`src/design/sdram_cmd_consts.svh`:
```
// Timing, width and field constants of the SDRAM command and bank state block.
`ifndef SDRAM_CMD_CONSTS_SVH
`define SDRAM_CMD_CONSTS_SVH

`define CLK_PERIOD_NS 40
`define PRECHARGE_TIME_NS 20
`define ACTIVATE_TIME_NS 20
`define REFRESH_TIME_NS 80
`define MODE_LOAD_TIME_NS 20
`define SELF_REFRESH_EXIT_NS 120
// Least times, so the division rounds up.
`define NS_TO_CYCLES(t) (((t) + `CLK_PERIOD_NS - 1) / `CLK_PERIOD_NS)

`define TIMER_WIDTH 8
`define NUM_BANKS 4
`define BANK_BITS 2

`define PIN_WIDTH 8
`define PIN_CKE 7
`define PIN_CS 6
`define PIN_RAS 5
`define PIN_CAS 4
`define PIN_WE 3
`define PIN_A10 2
`define PIN_BA_HI 1
`define PIN_BA_LO 0

`endif

```
`src/design/sdram_cmd_pkg.sv`:
```
// Types and the command decoder shared by the SDRAM command and bank state block.
package sdram_cmd_pkg;

    typedef enum logic [8:0] {
        cmd_inhibit = 9'h001,
        cmd_nop = 9'h002,
        cmd_active = 9'h004,
        cmd_refresh = 9'h008,
        cmd_load_mode = 9'h010,
        cmd_precharge = 9'h020,
        cmd_read = 9'h040,
        cmd_write = 9'h080,
        cmd_burst_stop = 9'h100
    } cmd_type;

    typedef enum logic [7:0] {
        bank_idle = 8'h01,
        bank_activating = 8'h02,
        bank_row_active = 8'h04,
        bank_reading = 8'h08,
        bank_writing = 8'h10,
        bank_read_ap = 8'h20,
        bank_write_ap = 8'h40,
        bank_precharging = 8'h80
    } bank_state_type;

    typedef enum logic [7:0] {
        mode_normal = 8'h01,
        mode_power_down = 8'h02,
        mode_self_refresh = 8'h04,
        mode_sr_exit = 8'h08,
        mode_suspend = 8'h10,
        mode_refreshing = 8'h20,
        mode_mode_load = 8'h40,
        mode_precharge_all = 8'h80
    } device_mode_type;

    function automatic cmd_type decode_cmd(input logic cs_n, input logic ras_n,
                                           input logic cas_n, input logic we_n);
        cmd_type c;
        c = cmd_inhibit;
        if (!cs_n) begin
            unique case ({ras_n, cas_n, we_n})
                3'h7: c = cmd_nop;
                3'h3: c = cmd_active;
                3'h1: c = cmd_refresh;
                3'h0: c = cmd_load_mode;
                3'h2: c = cmd_precharge;
                3'h5: c = cmd_read;
                3'h4: c = cmd_write;
                3'h6: c = cmd_burst_stop;
            endcase
        end
        return c;
    endfunction : decode_cmd

endpackage : sdram_cmd_pkg

```
`src/design/bank_ctl_if.sv`:
```
// Command strobes from the device controller to one bank, and that bank's state back.
`timescale 1ns/1ps
interface bank_ctl_if;
    logic activate;
    logic read;
    logic write;
    logic precharge;
    logic auto_pre;
    logic interrupt;
    logic stop;
    sdram_cmd_pkg::bank_state_type state;
    modport ctl(output activate, read, write, precharge, auto_pre, interrupt, stop,
                input state);
    modport unit(input activate, read, write, precharge, auto_pre, interrupt, stop,
                 output state);
endinterface : bank_ctl_if

```
`src/design/sdram_bank_unit.sv`:
```
// State machine and delay timer of a single SDRAM bank.
`timescale 1ns/1ps
`include "sdram_cmd_consts.svh"
module sdram_bank_unit #(
    parameter int PRECHARGE_CYCLES = `NS_TO_CYCLES(`PRECHARGE_TIME_NS),
    parameter int ACTIVATE_CYCLES = `NS_TO_CYCLES(`ACTIVATE_TIME_NS)
) (
    input wire logic sys_clk,
    input wire logic sys_rst,
    bank_ctl_if.unit ctl
);
    import sdram_cmd_pkg::*;

    typedef struct packed {
        bank_state_type state;
        logic [`TIMER_WIDTH-1:0] timer;
    } unit_state_type;

    localparam logic [`TIMER_WIDTH-1:0] pre_load = `TIMER_WIDTH'(PRECHARGE_CYCLES - 1);
    localparam logic [`TIMER_WIDTH-1:0] act_load = `TIMER_WIDTH'(ACTIVATE_CYCLES - 1);
    localparam int pre_c = PRECHARGE_CYCLES;
    localparam int act_c = ACTIVATE_CYCLES;

    unit_state_type s;
    unit_state_type next_s;

    always_comb begin
        next_s = s;
        if (s.timer != '0) begin
            next_s.timer = s.timer - 1'b1;
        end
        unique case (s.state)
            bank_idle: begin
                // A precharge aimed here is accepted and changes nothing.
                if (ctl.activate) begin
                    next_s.state = bank_activating;
                    next_s.timer = act_load;
                end
            end
            bank_activating: begin
                if (s.timer == '0) begin
                    next_s.state = bank_row_active;
                end
            end
            bank_row_active, bank_reading, bank_writing: begin
                if (ctl.precharge) begin
                    next_s.state = bank_precharging;
                    next_s.timer = pre_load;
                end else if (ctl.read) begin
                    next_s.state = ctl.auto_pre ? bank_read_ap : bank_reading;
                    next_s.timer = pre_load;
                end else if (ctl.write) begin
                    next_s.state = ctl.auto_pre ? bank_write_ap : bank_writing;
                    next_s.timer = pre_load;
                end else if (ctl.stop || ctl.interrupt) begin
                    // Only a running burst falls back; an open row stays as it is.
                    next_s.state = bank_row_active;
                end
            end
            bank_read_ap, bank_write_ap, bank_precharging: begin
                if (s.timer == '0) begin
                    next_s.state = bank_idle;
                end
            end
        endcase
    end

    always_ff @(posedge sys_clk) begin
        if (sys_rst) begin
            s <= '{state: bank_idle, timer: '0};
        end else begin
            s <= next_s;
        end
    end

    assign ctl.state = s.state;

    // ------------------------------------------------------------
    // Checks
    // ------------------------------------------------------------
    chk_idle_precharge: assert property (@(posedge sys_clk) disable iff (sys_rst)
        (s.state == bank_idle && ctl.precharge && !ctl.activate) |=> s.state == bank_idle)
        else $error("precharge moved an idle bank");
    chk_activate_span: assert property (@(posedge sys_clk) disable iff (sys_rst)
        (s.state == bank_idle && ctl.activate)
        |=> s.state == bank_activating ##[act_c:act_c] s.state == bank_row_active)
        else $error("row activation time wrong");
    chk_precharge_span: assert property (@(posedge sys_clk) disable iff (sys_rst)
        (s.state inside {bank_row_active, bank_reading, bank_writing} && ctl.precharge)
        |=> s.state == bank_precharging ##[pre_c:pre_c] s.state == bank_idle)
        else $error("precharge time wrong");
    chk_auto_pre_span: assert property (@(posedge sys_clk) disable iff (sys_rst)
        (s.state == bank_row_active && ctl.read && ctl.auto_pre && !ctl.precharge)
        |=> s.state == bank_read_ap ##[pre_c:pre_c] s.state == bank_idle)
        else $error("auto precharge busy time wrong");
    chk_write_opens: assert property (@(posedge sys_clk) disable iff (sys_rst)
        (s.state inside {bank_row_active, bank_reading, bank_writing} && ctl.write
         && !ctl.read && !ctl.precharge && !ctl.auto_pre) |=> s.state == bank_writing)
        else $error("write burst not started");
    chk_stop_burst: assert property (@(posedge sys_clk) disable iff (sys_rst)
        (s.state inside {bank_reading, bank_writing} && ctl.stop && !ctl.read
         && !ctl.write && !ctl.precharge) |=> s.state == bank_row_active)
        else $error("burst stop ignored");

endmodule : sdram_bank_unit

```
`src/design/sdram_command_state_control.sv`:
```
// Clock-enable modes, command decoding and per-bank state of a synchronous DRAM.
`timescale 1ns/1ps
`include "sdram_cmd_consts.svh"

// What this block does
// - CKE low twice holds the low-power state.
// - CKE high with NOP leaves power-down at once.
// - Self-refresh exit waits the exit delay.
// - Suspend ends; next edge takes commands.
// - CKE falling enters power-down, self refresh, suspend.
// - Decode commands from the four select pins.
// - Precharge to an idle bank does nothing.
// - Active row takes read, write, precharge.
// - Read burst takes read, write, precharge, stop.
// - Write burst takes read, write, precharge, stop.
// - Burst stop ends the newest burst anywhere.
// - Precharging lasts precharge_time, then bank idle.
// - Activating lasts activate_to_column_delay, then row active.
// - Refresh lasts refresh_cycle_time, controller sends NOPs.
// - Mode load lasts mode_load_delay, no commands.
// - Precharge-all lasts precharge_time, controller sends NOPs.
// - Auto-precharge access busy precharge_time, then idle.
// - Suspended edges ignore inputs, bursts without auto precharge hold still.
module sdram_command_state_control #(
    parameter int PRECHARGE_CYCLES = `NS_TO_CYCLES(`PRECHARGE_TIME_NS),
    parameter int ACTIVATE_CYCLES = `NS_TO_CYCLES(`ACTIVATE_TIME_NS),
    parameter int REFRESH_CYCLES = `NS_TO_CYCLES(`REFRESH_TIME_NS),
    parameter int MODE_LOAD_CYCLES = `NS_TO_CYCLES(`MODE_LOAD_TIME_NS),
    parameter int SELF_REFRESH_EXIT_CYCLES = `NS_TO_CYCLES(`SELF_REFRESH_EXIT_NS)
) (
    input wire logic sys_clk,
    input wire logic sys_rst,
    input wire logic cke,
    input wire logic cs_n,
    input wire logic ras_n,
    input wire logic cas_n,
    input wire logic we_n,
    input wire logic a10,
    input wire logic [`BANK_BITS-1:0] bank_addr,
    output sdram_cmd_pkg::device_mode_type device_mode,
    output sdram_cmd_pkg::bank_state_type [`NUM_BANKS-1:0] bank_state,
    output logic [`BANK_BITS-1:0] burst_bank,
    output logic burst_live
);
    import sdram_cmd_pkg::*;

    // ------------------------------------------------------------
    // Parameter checks
    // ------------------------------------------------------------
    localparam int max_cycles = 2 ** `TIMER_WIDTH;
    if (PRECHARGE_CYCLES < 1 || PRECHARGE_CYCLES > max_cycles
        || ACTIVATE_CYCLES < 1 || ACTIVATE_CYCLES > max_cycles
        || REFRESH_CYCLES < 1 || REFRESH_CYCLES > max_cycles
        || MODE_LOAD_CYCLES < 1 || MODE_LOAD_CYCLES > max_cycles
        || SELF_REFRESH_EXIT_CYCLES < 1 || SELF_REFRESH_EXIT_CYCLES > max_cycles) begin : g_bad
        $error("delay cycle counts must lie between one and the timer range");
    end

    localparam logic [`TIMER_WIDTH-1:0] pre_load = `TIMER_WIDTH'(PRECHARGE_CYCLES - 1);
    localparam logic [`TIMER_WIDTH-1:0] ref_load = `TIMER_WIDTH'(REFRESH_CYCLES - 1);
    localparam logic [`TIMER_WIDTH-1:0] mrd_load = `TIMER_WIDTH'(MODE_LOAD_CYCLES - 1);
    localparam logic [`TIMER_WIDTH-1:0] srx_load =
        `TIMER_WIDTH'(SELF_REFRESH_EXIT_CYCLES - 1);

    // ------------------------------------------------------------
    // State
    // ------------------------------------------------------------
    typedef struct packed {
        logic [`PIN_WIDTH-1:0] pin_meta;
        logic [`PIN_WIDTH-1:0] pin_sync;
        logic cke_prev;
        device_mode_type mode;
        logic [`TIMER_WIDTH-1:0] timer;
        logic [`BANK_BITS-1:0] burst_bank;
        logic burst_live;
    } ctl_state_type;

    ctl_state_type s;
    ctl_state_type next_s;

    logic cke_now;
    logic ap_bit;
    logic [`BANK_BITS-1:0] sel_bank;
    cmd_type cmd;
    logic nop_like;
    logic all_idle;
    logic to_suspend;
    logic take;
    logic [`NUM_BANKS-1:0] idle_vec;

    // Every pin is sampled on the pin side, so all decisions lag the pins by two edges.
    assign cke_now = s.pin_sync[`PIN_CKE];
    assign ap_bit = s.pin_sync[`PIN_A10];
    assign sel_bank = s.pin_sync[`PIN_BA_HI:`PIN_BA_LO];
    assign cmd = decode_cmd(s.pin_sync[`PIN_CS], s.pin_sync[`PIN_RAS],
                            s.pin_sync[`PIN_CAS], s.pin_sync[`PIN_WE]);
    assign nop_like = (cmd == cmd_inhibit) || (cmd == cmd_nop);
    assign all_idle = &idle_vec;
    assign to_suspend = (s.mode == mode_normal) && s.cke_prev && !cke_now
                        && s.burst_live && !all_idle
                        && ((cmd == cmd_write) || (cmd == cmd_nop));
    // Commands count only at edges of a running internal clock; a suspended
    // edge is never taken, so bursts without auto precharge and their banks hold still meanwhile.
    assign take = (s.mode == mode_normal) && s.cke_prev && (cke_now || to_suspend);

    // ------------------------------------------------------------
    // Banks
    // ------------------------------------------------------------
    bank_ctl_if bank_if [`NUM_BANKS] ();

    for (genvar i = 0; i < `NUM_BANKS; i++) begin : g_bank
        localparam logic [`BANK_BITS-1:0] me = `BANK_BITS'(i);
        assign bank_if[i].activate = take && (cmd == cmd_active) && (sel_bank == me);
        assign bank_if[i].read = take && (cmd == cmd_read) && (sel_bank == me);
        assign bank_if[i].write = take && (cmd == cmd_write) && (sel_bank == me);
        assign bank_if[i].precharge = take && (cmd == cmd_precharge)
                                      && (ap_bit || (sel_bank == me));
        assign bank_if[i].auto_pre = ap_bit;
        // A burst started in another bank cuts this bank's burst short.
        assign bank_if[i].interrupt = take && ((cmd == cmd_read) || (cmd == cmd_write))
                                      && (sel_bank != me);
        assign bank_if[i].stop = take && (cmd == cmd_burst_stop)
                                 && s.burst_live && (s.burst_bank == me);
        assign idle_vec[i] = bank_if[i].state == bank_idle;
        assign bank_state[i] = bank_if[i].state;

        sdram_bank_unit #(
            .PRECHARGE_CYCLES(PRECHARGE_CYCLES),
            .ACTIVATE_CYCLES(ACTIVATE_CYCLES)
        ) u_bank (
            .sys_clk(sys_clk),
            .sys_rst(sys_rst),
            .ctl(bank_if[i])
        );
    end

    // ------------------------------------------------------------
    // Device mode and burst tracking
    // ------------------------------------------------------------
    always_comb begin
        next_s = s;
        next_s.pin_meta = {cke, cs_n, ras_n, cas_n, we_n, a10, bank_addr};
        next_s.pin_sync = s.pin_meta;
        next_s.cke_prev = cke_now;
        if (s.timer != '0) begin
            next_s.timer = s.timer - 1'b1;
        end

        if (take && ((cmd == cmd_read) || (cmd == cmd_write))) begin
            next_s.burst_bank = sel_bank;
            next_s.burst_live = 1'b1;
        end else if (take && (cmd == cmd_burst_stop)) begin
            next_s.burst_live = 1'b0;
        end else if (take && (cmd == cmd_precharge) && (ap_bit || sel_bank == s.burst_bank)) begin
            next_s.burst_live = 1'b0;
        end else if (bank_state[s.burst_bank] inside {bank_idle, bank_row_active}) begin
            next_s.burst_live = 1'b0;
        end

        unique case (s.mode)
            mode_normal: begin
                if (s.cke_prev && !cke_now) begin
                    if (all_idle && nop_like) begin
                        next_s.mode = mode_power_down;
                    end else if (all_idle && (cmd == cmd_refresh)) begin
                        next_s.mode = mode_self_refresh;
                    end else if (to_suspend) begin
                        next_s.mode = mode_suspend;
                    end
                end else if (take && all_idle && (cmd == cmd_refresh)) begin
                    next_s.mode = mode_refreshing;
                    next_s.timer = ref_load;
                end else if (take && all_idle && (cmd == cmd_load_mode)) begin
                    next_s.mode = mode_mode_load;
                    next_s.timer = mrd_load;
                end else if (take && (cmd == cmd_precharge) && ap_bit) begin
                    next_s.mode = mode_precharge_all;
                    next_s.timer = pre_load;
                end
            end
            mode_power_down: begin
                if (!s.cke_prev && cke_now && nop_like) begin
                    next_s.mode = mode_normal;
                end
            end
            mode_self_refresh: begin
                if (!s.cke_prev && cke_now && nop_like) begin
                    next_s.mode = mode_sr_exit;
                    next_s.timer = srx_load;
                end
            end
            mode_suspend: begin
                if (!s.cke_prev && cke_now) begin
                    next_s.mode = mode_normal;
                end
            end
            // Commands in these modes are ignored; the timer alone ends them.
            mode_sr_exit, mode_refreshing, mode_mode_load, mode_precharge_all: begin
                if (s.timer == '0) begin
                    next_s.mode = mode_normal;
                end
            end
        endcase
        // Low at both edges leaves normal, power-down, self refresh and suspend where they are, as the case above never
        // moves power-down, self refresh or suspend without a rising enable; the timed modes still end on their timer.
    end

    always_ff @(posedge sys_clk) begin
        if (sys_rst) begin
            s <= '{pin_meta: '0, pin_sync: '0, cke_prev: 1'b0, mode: mode_normal,
                   timer: '0, burst_bank: '0, burst_live: 1'b0};
        end else begin
            s <= next_s;
        end
    end

    assign device_mode = s.mode;
    assign burst_bank = s.burst_bank;
    assign burst_live = s.burst_live;

    // ------------------------------------------------------------
    // Checks
    // ------------------------------------------------------------
    localparam int pre_c = PRECHARGE_CYCLES;
    localparam int ref_c = REFRESH_CYCLES;
    localparam int mrd_c = MODE_LOAD_CYCLES;
    localparam int srx_c = SELF_REFRESH_EXIT_CYCLES;

    chk_low_low_hold: assert property (@(posedge sys_clk) disable iff (sys_rst)
        ((s.mode inside {mode_power_down, mode_self_refresh, mode_suspend})
         && !s.cke_prev && !cke_now) |=> $stable(s.mode))
        else $error("low power mode changed with enable low");
    chk_pd_exit: assert property (@(posedge sys_clk) disable iff (sys_rst)
        (s.mode == mode_power_down && !s.cke_prev && cke_now && nop_like)
        |=> s.mode == mode_normal)
        else $error("power-down not left in one edge");
    chk_sr_exit_span: assert property (@(posedge sys_clk) disable iff (sys_rst)
        (s.mode == mode_self_refresh && !s.cke_prev && cke_now && nop_like)
        |=> s.mode == mode_sr_exit ##[srx_c:srx_c] s.mode == mode_normal)
        else $error("self refresh exit delay wrong");
    chk_suspend_exit: assert property (@(posedge sys_clk) disable iff (sys_rst)
        (s.mode == mode_suspend && !s.cke_prev && cke_now) |=> s.mode == mode_normal)
        else $error("clock suspend not left");
    chk_pd_entry: assert property (@(posedge sys_clk) disable iff (sys_rst)
        (s.mode == mode_normal && s.cke_prev && !cke_now && all_idle && nop_like)
        |=> s.mode == mode_power_down)
        else $error("power-down not entered");
    chk_sr_entry: assert property (@(posedge sys_clk) disable iff (sys_rst)
        (s.mode == mode_normal && s.cke_prev && !cke_now && all_idle && cmd == cmd_refresh)
        |=> s.mode == mode_self_refresh)
        else $error("self refresh not entered");
    chk_refresh_span: assert property (@(posedge sys_clk) disable iff (sys_rst)
        (take && all_idle && cmd == cmd_refresh)
        |=> s.mode == mode_refreshing ##[ref_c:ref_c] s.mode == mode_normal)
        else $error("refresh length wrong");
    chk_mode_load_span: assert property (@(posedge sys_clk) disable iff (sys_rst)
        (take && all_idle && cmd == cmd_load_mode)
        |=> s.mode == mode_mode_load ##[mrd_c:mrd_c] s.mode == mode_normal)
        else $error("mode load length wrong");
    chk_prech_all_span: assert property (@(posedge sys_clk) disable iff (sys_rst)
        (take && cmd == cmd_precharge && ap_bit)
        |=> s.mode == mode_precharge_all ##[pre_c:pre_c] (s.mode == mode_normal && all_idle))
        else $error("precharge all length wrong");
    chk_stop_target: assert property (@(posedge sys_clk) disable iff (sys_rst)
        (take && cmd == cmd_burst_stop && s.burst_live) |=> !s.burst_live)
        else $error("burst stop left burst running");

    cov_pd_cycle: cover property (@(posedge sys_clk) disable iff (sys_rst)
        s.mode == mode_power_down ##1 s.mode == mode_normal);
    cov_sr_done: cover property (@(posedge sys_clk) disable iff (sys_rst)
        s.mode == mode_sr_exit ##1 s.mode == mode_normal);
    cov_suspend: cover property (@(posedge sys_clk) disable iff (sys_rst)
        s.mode == mode_suspend ##1 s.mode == mode_normal);
    cov_burst_stop: cover property (@(posedge sys_clk) disable iff (sys_rst)
        take && cmd == cmd_burst_stop && s.burst_live);

endmodule : sdram_command_state_control

```
`config.mk`:
```
export PLATFORM = sky130hd
export DESIGN_NAME = sdram_command_state_control
export DESIGN_NICKNAME = d
export VERILOG_FILES = /design/src/design/sdram_cmd_pkg.sv /design/src/design/bank_ctl_if.sv /design/src/design/sdram_bank_unit.sv /design/src/design/sdram_command_state_control.sv
export VERILOG_INCLUDE_DIRS = /design/src /design/src/design
export SDC_FILE = /design/constraint.sdc
export NUM_CORES = 1
export LEC_CHECK = 0
export ABC_AREA = 1
export BUFFER_PORTS_ARGS = -buffer_cell sky130_fd_sc_hd__buf_2
export CAP_MARGIN = 20
export CELL_PAD_IN_SITES_DETAIL_PLACEMENT = 1
export CELL_PAD_IN_SITES_GLOBAL_PLACEMENT = 2
export CORE_UTILIZATION = 37
export CTS_BUF_LIST = sky130_fd_sc_hd__clkbuf_8
export DETAILED_ROUTE_END_ITERATION = 8
export PLACE_DENSITY = 0.95
export REMOVE_ABC_BUFFERS = 1
export SYNTH_ARGS = -nofsm -noshare
export SYNTH_HDL_FRONTEND = slang
export SYNTH_SLANG_ARGS = --single-unit
```
`constraint.sdc`:
```
create_clock -name sys_clk -period 6.4 [get_ports sys_clk]
set_clock_uncertainty 0.2 [all_clocks]
set_input_delay 1.6 -clock sys_clk [delete_from_list [all_inputs] [get_ports sys_clk]]
set_output_delay 1.6 -clock sys_clk [all_outputs]
set_load 0.05 [all_outputs]
```
==> metrics.md <==
| Metric | Value |
|---|---|
| Via-to-Cell Ratio | 4.84 |
| GP Congestion | 0.835 |
| Fin Hold WS | 0.212 ns |
| CTS Sinks | 105 |
| Largest area contributor in the netlist | dfxtp_1 |
| Hold Crit Class | register to register |
| Arrival time worst endpoint | 3.47 ns |
| CP Capture Type | register |
| H-Tree Depth | 3 |
| Chip height | 134 um |
| M3 GR Usage | 2.63% |
| CTS resizes | 0 |
| Setup TNS | 0 ns |
| Area grow syn2layout | 5.20% |
| Largest stage delay, worst path | 0.57 ns |
| Avg Synthesized Cell Area | 6.69 um2 |
| Overflow after GRT | 0 |
| Sequential area share after synthesis | 32.8% |
| Fin crit period | 3.40 ns |
| Dpl hpwl | 12,500 um |
| Endpoints failing setup | 0 |
| Share of cells above drive strength 1 | 12.1% |
| Initial Utilization | 38.2% |
| Startpoint Class | input pin |
| Final nets | 982 |
| Status | complete, no violations |
| Final period util | 53.1% |
| F_max | 0.294 GHz |
| Yosys top cell area share | 32.8% |
| Crit-path max FO | 30 |
| Clock Latency Late Sink | 0.39 ns |
| Most numerous cell in the Yosys netlist | nor2_1 |
| DRC | 0 |
| Synth Cell Area | 6400 um2 |
| Die area | 17,800 um2 |
| IO Port Bufs | 52 |
| Wire per inst | 13.7 um |
| M2 GR Usage | 31.6% |
| Hold_buf cts | 0 |
| Worst-path clk slew | 0.09 ns |
| Grt peak-use layer | met2 |
| Top cells by area, synth | dfxtp_1 (33%), nor2_1 (12%), nand2_1 (9.8%) |
| Worst vdd ir | 0.000188 V |
| Dpl cells | 1,171 |
| PwrDens | 453 nW/um2 |
| Final Max Slew Viols | 0 |
| WP buf/inv | 3 |
| Post-CTS setup repair buffer count | 0 |
| CTS buffer count | 9 |
| Place WS | 2.56 ns |
| Cell Chain, Critical Path | buf_2 -> clkinv_1 -> buf_4 -> nand3_1 -> nor2_1 |
| Leak pwr | 3.44 nW |
| Synth async-reset ratio | 0% |
| Row Count | 47 |
| Yosys warns | 0 |
| Die width | 134 um |
| ANT nets after route | 0 |
| Crit Path Category | input pin to register |
| Layout Cells excl Fill | 1,187 |
| Ys flop type | dfxtp_1 |
| Initial DRT Pass Iterations | 4 |
| Rel. slew slack | 34.9% |
| Slowest-stage cell, CP | clkinv_1 |
| Initial antenna violation count | 0 |
| CP top delay family | buffers and inverters |
| Synth cell types | 50 |
| Hold Fails Final Rpt | 0 |
| Starting DRT DRC Count | 253 |
| Met1 usage | 26.0% |
| Clock tree buffer depth | 2 |
| Post-synth EDFFs | 0 |
| FF+latch count, synth | 105 |
| First-pass GRT wire length | 27,800 um |
| Core area | 16,800 um2 |
| Post-Syn Instances | 957 |
| Top Ports | 53 |
| Worst setup margin | 3.00 ns |
| Clk root buf | clkbuf_8 |
| CTS tree | done |
| Vias in the first global route | 5,737 |
| Pin count of the biggest net entering global routing | 31 |
| Ant diodes | 0 |
| Unrepaired setup endpoints after global routing | no |
| Top cells by count, synth | nor2_1 (198), nand2_1 (168), inv_1 (122), dfxtp_1 (105), nand3_1 (64) |
| Worst slew pin tran | 0.968 ns |
| Vias | 5,743 |
| Drt total wl | 16,300 um |
| Total GRT Usage | 19.3% |
| Max cap viols | 0 |
| Worst EP required | 6.48 ns |
[through the flow]
step	power, W	cell area, um2	utilization [%]
after floorplan	0.00222	5980	-
after global placement	0.00261	6530	39.0
after detailed placement	0.00264	6530	39.0
after CTS	0.00309	6740	40.2
after global routing	0.00333	6740	40.2
final	0.00305	6740	40.2
[routing by layer]
| layer | up-vias | wire, um |
|---|---|---|
| met4 | 0 | 254 |
| met1 | 2649 | 8350 |
| met3 | 17 | 353 |
| li1 | 3014 | - |
| met2 | 63 | 7310 |
| met5 | - | 0 |
[worst register-to-register path: cells and delay by family (launching register included)]
kind / cells / cell delay (ns)
AO/OA/AOI/OAI: 2 / 0.28
buffers and inverters: 2 / 0.31
flip-flops: 1 / 0.46
AND/OR/NAND/NOR: 11 / 1.71
[final timing paths]
path | to | start | cells past startpoint | slack (ns)
setup / recovery | s[8] | sys_rst | 5 | 3.00
hold reg to reg | cke_now | next_s[27] | 2 | 0.21
hold / removal | cke_now | next_s[27] | 2 | 0.21
setup reg to reg | device_mode[3] | s[26] | 15 | 3.29
[cell usage in the layout (no fill, tap or decap), drive strengths merged]
cell / Yosys / layout
a211oi: 3 / 3
a21oi: 36 / 36
a22oi: 3 / 3
a31oi: 1 / 1
a41oi: 2 / 2
buf: 52 / 54
bufinv: 0 / 1
clkbuf: 8 / 11
clkinv: 2 / 4
clkinvlp: 0 / 1
dfxtp: 105 / 105
ha: 10 / 10
inv: 126 / 127
nand2: 185 / 185
nand3: 65 / 65
nand3b: 6 / 6
nand4: 29 / 29
nor2: 208 / 208
nor3: 25 / 25
nor3b: 4 / 4
nor4: 15 / 15
o2111ai: 1 / 1
o211ai: 2 / 2
o21a: 1 / 1
o21ai: 22 / 22
o221ai: 1 / 1
o22ai: 2 / 2
o31ai: 1 / 1
or2: 3 / 3
or3: 4 / 4
xnor2: 8 / 8
xor2: 27 / 27
[cell families after synthesis]
family                     synth area share, %
AOI/OAI and AO/OA                         7.13
xor gates and xnor gates                  4.79
adders and majority gates                 1.95
buffers and inverters                     14.2
DFF                                       32.8
and+or+nand+nor                           39.1
[report_power, final]
part / internal [W] / total [W] / leakage, nW / switching (W)
Sequential: 0.000766 / 0.000878 / 0.857 / 0.000112
Combinational: 0.000507 / 0.00174 / 2.47 / 0.00123
Clock: 0.000201 / 0.000436 / 0.107 / 0.000235
[cell type report]
class,instances,area [um2]
Fill cell,2270,10000
Tap cell,220,275
Clock inverter,5,55.1
Inverter,128,485
Multi-Input combinational cell,664,3390
Sequential cell,105,2100
Timing Repair Buffer,54,275
Clock buffer,11,151
[flip-flops by register name, summed over array words and instances (netlist names), named ones only]
signal	count
ap_bit	1
burst_bank	2
burst_live	1
cke_now	1
device_mode	8
g_bank.u_bank.ctl.state	32
g_bank.u_bank.s	32
next_s	8
s	12
(Power assumes the default switching activity.)
